<file path="config.mk">
export PLATFORM = sky130hd
export DESIGN_NAME = cpuex_exec
export DESIGN_NICKNAME = d
export VERILOG_FILES = /design/src/cpuex_pkg.sv /design/src/cpuex_exec.sv
export SDC_FILE = /design/constraint.sdc
export NUM_CORES = 1
export LEC_CHECK = 0
export ABC_AREA = 1
export BUFFER_PORTS_ARGS = -buffer_cell sky130_fd_sc_hd__buf_2
export CORE_ASPECT_RATIO = 0.5
export CORE_MARGIN = 2
export CORE_UTILIZATION = 55
export CTS_BUF_LIST = sky130_fd_sc_hd__clkbuf_8 sky130_fd_sc_hd__clkbuf_16
export DETAILED_ROUTE_END_ITERATION = 10
export GPL_TIMING_DRIVEN = 0
export PLACE_DENSITY = 0.95
export SYNTH_ARGS = -nofsm -noshare
export SYNTH_HDL_FRONTEND = slang
export SYNTH_SLANG_ARGS = --single-unit
</file>
<file path="constraint.sdc">
create_clock -name clk_sys_i -period 2.4 [get_ports clk_sys_i]
set_input_delay 0.24 -clock clk_sys_i [delete_from_list [all_inputs] [get_ports clk_sys_i]]
set_output_delay 0.24 -clock clk_sys_i [all_outputs]
set_load 0.02 [all_outputs]
</file>
<file path="src/cpuex_pkg.sv">
// Function
// - File-register operands use a 7-bit address covering registers 0 to 127.
// - A destination bit of 0 sends the result to the accumulator and 1 back to the file register.
// - Clearing the accumulator loads zero into it and sets the zero flag.
// - Decrement-and-skip writes file minus one to the destination, turns the next instruction into an idle cycle on a zero result, and leaves the zero flag alone.
// - Increment-and-skip writes file plus one to the destination, turns the next instruction into an idle cycle on a zero result, and leaves the zero flag alone.
// - Plain increment writes file plus one to the destination and updates the zero flag.
// - The unconditional branch loads its 11-bit immediate into the low program counter bits and takes two cycles.
// - The branch takes counter bits 14 to 11 from latch bits 6 to 3 and changes no flag.
// - OR with literal puts accumulator OR immediate into the accumulator and updates the zero flag.
// - OR with file writes accumulator OR file to the destination and updates the zero flag.
// - Direction load copies the accumulator into port A, B or C direction for operand 5, 6 or 7, flags untouched.
// - XOR with literal puts accumulator XOR immediate into the accumulator and updates the zero flag.
// - XOR with file writes accumulator XOR file to the destination and updates the zero flag.
package cpuex_pkg;
    localparam int ADDR_W = 7;
    localparam int PC_W = 15;
    localparam int BR_W = 11;
    localparam int LATCH_LO = 3;
    localparam int LATCH_HI = 6;
    localparam logic [6:0] DIR_A_SEL = 7'h05;
    localparam logic [6:0] DIR_B_SEL = 7'h06;
    localparam logic [6:0] DIR_C_SEL = 7'h07;
    localparam logic [7:0] ACC_RST = 8'h00;
    localparam logic [7:0] DIR_RST = 8'hFF;
    localparam logic [14:0] PC_RST = 15'h0000;

    typedef enum logic [3:0] {
        CPUEX_NONE,
        CPUEX_DECREMENT_FILE_OP,
        CPUEX_CLEAR_ACCUMULATOR_OP,
        CPUEX_DECREMENT_SKIP_ZERO_OP,
        CPUEX_UNCONDITIONAL_BRANCH_OP,
        CPUEX_INCREMENT_SKIP_ZERO_OP,
        CPUEX_OR_LITERAL_OP,
        CPUEX_INCREMENT_FILE_OP,
        CPUEX_OR_FILE_OP,
        CPUEX_DIRECTION_LOAD_OP,
        CPUEX_XOR_LITERAL_OP,
        CPUEX_XOR_FILE_OP
    } cpuex_op_t;

    typedef struct packed {
        logic valid;
        cpuex_op_t op;
        logic [6:0] faddr;
        logic dest;
        logic [10:0] imm;
    } cpuex_instr_t;

    typedef struct packed {
        logic we;
        logic [6:0] addr;
        logic [7:0] data;
    } cpuex_fwr_t;
endpackage : cpuex_pkg

</file>
<file path="src/cpuex_exec.sv">
`timescale 1ns/1ps
`default_nettype none
module cpuex_exec (
    input wire logic clk_sys_i,
    input wire logic rst_i,
    input wire cpuex_pkg::cpuex_instr_t instr_i,
    input wire logic [7:0] fdata_i,
    input wire logic [7:0] latch_i,
    output logic [6:0] faddr_o,
    output cpuex_pkg::cpuex_fwr_t fwr_o,
    output logic [7:0] acc_o,
    output logic zero_o,
    output logic [14:0] pc_o,
    output logic pc_load_o,
    output logic idle_o,
    output logic busy_o,
    output logic [7:0] dir_a_o,
    output logic [7:0] dir_b_o,
    output logic [7:0] dir_c_o
);
    import cpuex_pkg::*;

    // ****************************************
    // state
    // ****************************************
    typedef enum logic {CPUEX_RUN, CPUEX_FLUSH} cpuex_phase_t;

    typedef struct packed {
        cpuex_phase_t phase;
        cpuex_fwr_t fwr;
        logic [7:0] acc;
        logic zero;
        logic [14:0] pc;
        logic pc_load;
        logic [7:0] dir_a;
        logic [7:0] dir_b;
        logic [7:0] dir_c;
    } cpuex_state_t;

    cpuex_state_t st_ff;
    cpuex_state_t nxt_st;
    logic [7:0] res;
    logic wr_res;
    logic upd_z;

    function automatic logic is_zero(input logic [7:0] v);
        return v == 8'h00;
    endfunction : is_zero

    // ****************************************
    // execute
    // ****************************************
    // operand fetch is combinational; memory answers in the same cycle
    assign faddr_o = instr_i.faddr;

    always_comb begin
        nxt_st = st_ff;
        nxt_st.fwr.we = 1'b0;
        nxt_st.pc_load = 1'b0;
        res = 8'h00;
        wr_res = 1'b0;
        upd_z = 1'b0;
        if (st_ff.phase == CPUEX_FLUSH) begin
            // second cycle: fetched instruction dropped as idle cycle
            nxt_st.phase = CPUEX_RUN;
        end else if (instr_i.valid) begin
            case (instr_i.op)
                CPUEX_DECREMENT_FILE_OP: begin
                    res = fdata_i - 8'h01;
                    wr_res = 1'b1;
                    upd_z = 1'b1;
                end
                CPUEX_INCREMENT_FILE_OP: begin
                    res = fdata_i + 8'h01;
                    wr_res = 1'b1;
                    upd_z = 1'b1;
                end
                CPUEX_DECREMENT_SKIP_ZERO_OP: begin
                    res = fdata_i - 8'h01;
                    wr_res = 1'b1;
                    if (is_zero(res)) begin
                        nxt_st.phase = CPUEX_FLUSH;
                    end
                end
                CPUEX_INCREMENT_SKIP_ZERO_OP: begin
                    res = fdata_i + 8'h01;
                    wr_res = 1'b1;
                    if (is_zero(res)) begin
                        nxt_st.phase = CPUEX_FLUSH;
                    end
                end
                CPUEX_CLEAR_ACCUMULATOR_OP: begin
                    nxt_st.acc = 8'h00;
                    nxt_st.zero = 1'b1;
                end
                CPUEX_OR_LITERAL_OP: begin
                    nxt_st.acc = st_ff.acc | instr_i.imm[7:0];
                    nxt_st.zero = is_zero(nxt_st.acc);
                end
                CPUEX_XOR_LITERAL_OP: begin
                    nxt_st.acc = st_ff.acc ^ instr_i.imm[7:0];
                    nxt_st.zero = is_zero(nxt_st.acc);
                end
                CPUEX_OR_FILE_OP: begin
                    res = st_ff.acc | fdata_i;
                    wr_res = 1'b1;
                    upd_z = 1'b1;
                end
                CPUEX_XOR_FILE_OP: begin
                    res = st_ff.acc ^ fdata_i;
                    wr_res = 1'b1;
                    upd_z = 1'b1;
                end
                CPUEX_DIRECTION_LOAD_OP: begin
                    // other operands ignored, no flag touched
                    case (instr_i.faddr)
                        DIR_A_SEL: nxt_st.dir_a = st_ff.acc;
                        DIR_B_SEL: nxt_st.dir_b = st_ff.acc;
                        DIR_C_SEL: nxt_st.dir_c = st_ff.acc;
                        default: ;
                    endcase
                end
                CPUEX_UNCONDITIONAL_BRANCH_OP: begin
                    nxt_st.pc = {latch_i[LATCH_HI:LATCH_LO],
                                 instr_i.imm};
                    nxt_st.pc_load = 1'b1;
                    nxt_st.phase = CPUEX_FLUSH;
                end
                default: ;
            endcase
            if (wr_res) begin
                if (instr_i.dest) begin
                    nxt_st.fwr.we = 1'b1;
                    nxt_st.fwr.addr = instr_i.faddr;
                    nxt_st.fwr.data = res;
                end else begin
                    nxt_st.acc = res;
                end
            end
            if (upd_z) begin
                nxt_st.zero = is_zero(res);
            end
        end
    end

    always_ff @(posedge clk_sys_i) begin
        if (rst_i) begin
            st_ff.phase <= CPUEX_RUN;
            st_ff.fwr <= '0;
            st_ff.acc <= ACC_RST;
            st_ff.zero <= 1'b0;
            st_ff.pc <= PC_RST;
            st_ff.pc_load <= 1'b0;
            st_ff.dir_a <= DIR_RST;
            st_ff.dir_b <= DIR_RST;
            st_ff.dir_c <= DIR_RST;
        end else begin
            st_ff <= nxt_st;
        end
    end

    assign fwr_o = st_ff.fwr;
    assign acc_o = st_ff.acc;
    assign zero_o = st_ff.zero;
    assign pc_o = st_ff.pc;
    assign pc_load_o = st_ff.pc_load;
    assign idle_o = (st_ff.phase == CPUEX_FLUSH);
    assign busy_o = (st_ff.phase == CPUEX_FLUSH);
    assign dir_a_o = st_ff.dir_a;
    assign dir_b_o = st_ff.dir_b;
    assign dir_c_o = st_ff.dir_c;

    // ****************************************
    // checks
    // ****************************************
    property p_clr;
        @(posedge clk_sys_i) disable iff (rst_i)
        (!idle_o && instr_i.valid && instr_i.op == CPUEX_CLEAR_ACCUMULATOR_OP)
        |=> (acc_o == 8'h00 && zero_o);
    endproperty
    a_clr: assert property (p_clr) else $error("clear failed");

    property p_dsz;
        @(posedge clk_sys_i) disable iff (rst_i)
        (!idle_o && instr_i.valid && instr_i.op == CPUEX_DECREMENT_SKIP_ZERO_OP
         && fdata_i == 8'h01) |=> idle_o ##1 !idle_o;
    endproperty
    a_dsz: assert property (p_dsz) else $error("dec skip wrong");

    property p_isz;
        @(posedge clk_sys_i) disable iff (rst_i)
        (!idle_o && instr_i.valid
         && instr_i.op == CPUEX_INCREMENT_SKIP_ZERO_OP)
        |=> (idle_o == ($past(fdata_i) == 8'hFF)) && $stable(zero_o);
    endproperty
    a_isz: assert property (p_isz) else $error("inc skip wrong");

    property p_inc;
        @(posedge clk_sys_i) disable iff (rst_i)
        (!idle_o && instr_i.valid && instr_i.op == CPUEX_INCREMENT_FILE_OP
         && !instr_i.dest) |=> acc_o == $past(fdata_i) + 8'h01;
    endproperty
    a_inc: assert property (p_inc) else $error("inc wrong");

    property p_br;
        @(posedge clk_sys_i) disable iff (rst_i)
        (!idle_o && instr_i.valid
         && instr_i.op == CPUEX_UNCONDITIONAL_BRANCH_OP)
        |=> pc_load_o && pc_o[10:0] == $past(instr_i.imm) && idle_o;
    endproperty
    a_br: assert property (p_br) else $error("branch wrong");

    property p_brh;
        @(posedge clk_sys_i) disable iff (rst_i)
        (!idle_o && instr_i.valid
         && instr_i.op == CPUEX_UNCONDITIONAL_BRANCH_OP)
        |=> pc_o[14:11] == $past(latch_i[6:3]) && $stable(zero_o);
    endproperty
    a_brh: assert property (p_brh) else $error("pc high wrong");

    property p_orl;
        @(posedge clk_sys_i) disable iff (rst_i)
        (!idle_o && instr_i.valid && instr_i.op == CPUEX_OR_LITERAL_OP)
        |=> acc_o == ($past(acc_o) | $past(instr_i.imm[7:0]))
            && zero_o == (acc_o == 8'h00);
    endproperty
    a_orl: assert property (p_orl) else $error("or lit wrong");

    property p_xfw;
        @(posedge clk_sys_i) disable iff (rst_i)
        (!idle_o && instr_i.valid && instr_i.op == CPUEX_XOR_FILE_OP
         && instr_i.dest) |=> fwr_o.we
            && fwr_o.data == ($past(acc_o) ^ $past(fdata_i));
    endproperty
    a_xfw: assert property (p_xfw) else $error("xor file wrong");

    property p_dir;
        @(posedge clk_sys_i) disable iff (rst_i)
        (!idle_o && instr_i.valid && instr_i.op == CPUEX_DIRECTION_LOAD_OP
         && instr_i.faddr == DIR_B_SEL) |=> dir_b_o == $past(acc_o)
            && $stable(zero_o);
    endproperty
    a_dir: assert property (p_dir) else $error("direction wrong");

    property p_one;
        @(posedge clk_sys_i) disable iff (rst_i)
        (!idle_o && instr_i.valid
         && instr_i.op != CPUEX_UNCONDITIONAL_BRANCH_OP
         && instr_i.op != CPUEX_DECREMENT_SKIP_ZERO_OP
         && instr_i.op != CPUEX_INCREMENT_SKIP_ZERO_OP) |=> !idle_o;
    endproperty
    a_one: assert property (p_one) else $error("extra cycle");

    property p_dsk;
        @(posedge clk_sys_i) disable iff (rst_i)
        (!idle_o && instr_i.valid
         && instr_i.op == CPUEX_DECREMENT_SKIP_ZERO_OP)
        |=> $stable(zero_o) && (idle_o == ($past(fdata_i) == 8'h01));
    endproperty
    a_dsk: assert property (p_dsk) else $error("dec skip flag");

    property p_dec;
        @(posedge clk_sys_i) disable iff (rst_i)
        (!idle_o && instr_i.valid && instr_i.op == CPUEX_DECREMENT_FILE_OP)
        |=> zero_o == ($past(fdata_i) == 8'h01);
    endproperty
    a_dec: assert property (p_dec) else $error("dec flag wrong");

    property p_ifw;
        @(posedge clk_sys_i) disable iff (rst_i)
        (!idle_o && instr_i.valid && instr_i.op == CPUEX_INCREMENT_FILE_OP
         && instr_i.dest)
        |=> fwr_o.we && fwr_o.addr == $past(instr_i.faddr)
            && fwr_o.data == $past(fdata_i) + 8'h01 && $stable(acc_o);
    endproperty
    a_ifw: assert property (p_ifw) else $error("inc file wrong");

    property p_ofw;
        @(posedge clk_sys_i) disable iff (rst_i)
        (!idle_o && instr_i.valid && instr_i.op == CPUEX_OR_FILE_OP
         && instr_i.dest)
        |=> fwr_o.we && fwr_o.data == ($past(acc_o) | $past(fdata_i))
            && zero_o == (fwr_o.data == 8'h00) && $stable(acc_o);
    endproperty
    a_ofw: assert property (p_ofw) else $error("or file wrong");

    property p_xrl;
        @(posedge clk_sys_i) disable iff (rst_i)
        (!idle_o && instr_i.valid && instr_i.op == CPUEX_XOR_LITERAL_OP)
        |=> acc_o == ($past(acc_o) ^ $past(instr_i.imm[7:0]))
            && zero_o == (acc_o == 8'h00);
    endproperty
    a_xrl: assert property (p_xrl) else $error("xor lit wrong");

    property p_xfa;
        @(posedge clk_sys_i) disable iff (rst_i)
        (!idle_o && instr_i.valid && instr_i.op == CPUEX_XOR_FILE_OP
         && !instr_i.dest)
        |=> acc_o == ($past(acc_o) ^ $past(fdata_i)) && !fwr_o.we
            && zero_o == (acc_o == 8'h00);
    endproperty
    a_xfa: assert property (p_xfa) else $error("xor acc wrong");

    // the dropped word must leave no trace at all
    property p_skp;
        @(posedge clk_sys_i) disable iff (rst_i)
        idle_o |=> !idle_o && !fwr_o.we && !pc_load_o
            && $stable(acc_o) && $stable(zero_o);
    endproperty
    a_skp: assert property (p_skp) else $error("idle slot ran");

    property p_drn;
        @(posedge clk_sys_i) disable iff (rst_i)
        (!idle_o && instr_i.valid && instr_i.op == CPUEX_DIRECTION_LOAD_OP
         && instr_i.faddr != DIR_A_SEL && instr_i.faddr != DIR_B_SEL
         && instr_i.faddr != DIR_C_SEL)
        |=> $stable(dir_a_o) && $stable(dir_b_o) && $stable(dir_c_o);
    endproperty
    a_drn: assert property (p_drn) else $error("stray direction");
endmodule : cpuex_exec
`default_nettype wire

</file>
==> flow_summary.json <==
{
  "status": "completed",
  "yosys-top-cells-count": "nand2_1 (113), dfxtp_1 (66), inv_1 (58)",
  "endpoint_kind": "register",
  "synthToLayoutAreaGrowth_pct": 26.75,
  "initial_core_util_pct": 58.70,
  "root_buffer": "clkbuf_16",
  "r2r_slack_ns": 0.49,
  "stdcell_area_sq_um": 4654,
  "antenna_found_initial": 0,
  "synth-async-reset-ratio_pct": 0,
  "whs_path_depth": 3,
  "post_cts_resized": 0,
  "post-place-ws_ns": 0.5653,
  "synth_area_sq_um": 3672,
  "finalHoldViolCount": 0,
  "busiest_layer": "met2",
  "yosysTopAreaCell": "dfxtp_1",
  "cp_cell_sequence": "nor2_2 -> inv_2 -> nor2_1 -> nand2_2 -> inv_2 -> buf_2 -> o21ai_0 -> a21oi_1",
  "path_class": "register to register",
  "drtIter0Drc": 588,
  "worst_slack_ns": 0.4931,
  "rows": 20,
  "synth_area_leaders": "dfxtp_1 (36%), nand2_1 (12%), ha_1 (6.8%), inv_1 (5.9%), nor2_1 (5.7%)",
  "path_max_fanout": 10,
  "antenna_cells": 0,
  "worst_pin_slew_ns": 0.6270,
  "hold_buffers": 0,
  "rsz0062_at_grt": "false",
  "cts_sinks": 66,
  "worstHoldStart": "instr_i[14]",
  "hold_path.class": "input pin to register",
  "gp_congestion": 0.9697,
  "r2r-end": "fwr_o[3]",
  "power_density_nw_per_um2": 645.2,
  "finalCritPeriodShare_pct": 79.45,
  "cts_buffer_depth": 2,
  "drive_gt1_share_pct": 24.85,
  "path_depth": 8,
  "synth_seq_area_share_pct": 35.98,
  "finalSetupTns_ns": 0,
  "max_clock_freq_mhz": 524.4,
  "cts_buffers": 9,
  "slew-limit-headroom_pct": 58.20,
  "clkSlewWorstSetupHoldPaths_ns": 0.06,
  "die_y_um": 61.78,
  "grtUsageMet1_pct": 38.89,
  "gr-total-overflow": 0,
  "syn_nets": 585,
  "layout.cells.non_filler": 736,
  "post_cts_buffers": 0,
  "synth-seq-cells": 66,
  "post-place-cells": 720,
  "placed_area_sq_um": 4328,
  "synth_edf_count": 0,
  "setup_viol": 0,
  "drv_cap": 0,
  "fill_cells": 465,
  "yosys_warnings": 0,
  "min_to": "fwr_o[10]",
  "drt-total-wl_um": 11050,
  "drv_slew": 0,
  "crit_top_cell": "inv_2",
  "dieArea_sq_um": 7386,
  "met3_usage_pct": 9.398,
  "core_area_sq_um": 6256,
  "crit_buf_inv": 3,
  "synthFlopType": "dfxtp_1",
  "ys_types": 32,
  "ios": 116,
  "critPathSlowestCell": "nor2_2",
  "grt_max_degree": 14,
  "first_pass_iters": 7,
  "via_count": 4109,
  "yosysMostFrequentCell": "nand2_1",
  "clock_latency_ns": 0.34,
  "vias_per_cell": 5.583,
  "nets": 705,
  "die_w_um": 119.6,
  "cp_top_family": "simple AND/OR/NAND/NOR gates",
  "cp-start-kind": "register",
  "power.static_leakage_uw": 0.002392,
  "drt-wirelength-per-cell_um": 15.01,
  "grt_util_all_layers_pct": 30.13,
  "drc": 0,
  "antenna_left": 0,
  "netlist_instances": 523,
  "grt_pass1_vias": 3557,
  "port_buffers": 109,
  "grt_pass1_wl_um": 17080,
  "use_met2_pct": 48.57,
  "period_needed_ns": 1.907,
  "regToRegStartpoint": "busy_o",
  "synth_top_area_share_pct": 35.98,
  "ir_worst_vdd_v": 0.0003836,
  "reg2reg_depth": 8,
  "cts.htree.levels": 3,
  "cts_tree": "built",
  "fin_skew_ns": 0.003711,
  "critPathMaxStageDelay_ns": 0.38,
  "required_ns": 2.67,
  "place_hpwl_um": 8118,
  "synth.avg_cell_area_sq_um": 7.022,
  "cp.arrival_ns": 2.17,
  "power_uw": 3003
}
cell usage in the layout (no fill, tap or decap), types with 8 or more instances in the layout:
cell type,count
dfxtp_1,66
buf_2,115
o21ai_0,39
nand3_1,37
nor2_1,56
buf_4,9
o211ai_1,24
inv_1,58
clkbuf_16,9
ha_1,20
clkbuf_1,8
nand4_1,11
a21oi_1,32
nand2_1,113
report_power, final:
group	switching, uW	internal [uW]	leakage [uW]
clock	521	919	0.000158
combinational	293	133	0.00170
sequential	15.7	1120	0.000535
area by class of cell:
cell class,instances,area (sq um),area share [%]
Clock buffer,9,225.2,4.839
Buffer,25,150.1,3.226
Sequential cell,66,1321,28.39
Multi-Input combinational cell,368,1961,42.12
Inverter,64,240.2,5.161
Timing Repair Buffer,109,545.5,11.72
Tap cell,88,110.1,2.366
Clock inverter,7,101.3,2.177
sequential cells by signal, indices dropped and copies added (netlist names):
name,flops
fwr_o,16
pc_o,15
acc_o,8
dir_a_o,8
dir_b_o,8
dir_c_o,8
busy_o,1
pc_load_o,1
zero_o,1
kinds of logic (layout without fill, tap and decap cells):
family                     after synthesis  in the layout  synth area share, %
buffers and inverters                   89            214                10.63
AOI/OAI and AO/OA                      106            106                16.70
and+or+nand+nor                        240            240                29.40
xor gates and xnor gates                 2              2               0.4771
DFF                                     66             66                35.98
adders and majority gates               20             20                6.814
metrics by stage:
stage	hold WS, ns	util, %
floorplan	0.3239	-
global placement	0.4460	69.18
detailed placement	0.4514	69.18
CTS	0.1672	74.40
global route	0.1901	74.40
finish	0.1697	74.40
worst register-to-register path, delay by kind of cell (launching register included):
| kind | cells | cell delay (ns) |
|---|---|---|
| buf+inv | 3 | 0.54 |
| flops | 1 | 0.33 |
| compound gates | 2 | 0.24 |
| simple gates | 3 | 0.73 |
worst max path at each step:
| stage | start | slack, ns | to |
|---|---|---|---|
| 6_report | busy_o | 0.49 | fwr_o[3] |
| 2_1_floorplan | acc_o[0] | 0.85 | zero_o |
| 3_5_place_dp | instr_i[23] | 0.57 | dir_a_o[6] |
| 5_1_grt | busy_o | 0.37 | fwr_o[3] |
| 4_1_cts | busy_o | 0.54 | dir_a_o[6] |
| 3_3_place_gp | instr_i[23] | 0.61 | dir_a_o[6] |
per-layer routing:
metal / up-vias / wire length (um) / part of all wire (%)
met5: - / 0 / 0
met1: 1832 / 4615 / 42
li1: 1982 / - / -
met2: 255 / 4694 / 42
met4: 0 / 324 / 2.9
met3: 40 / 1414 / 13
(Power assumes the default switching activity.)
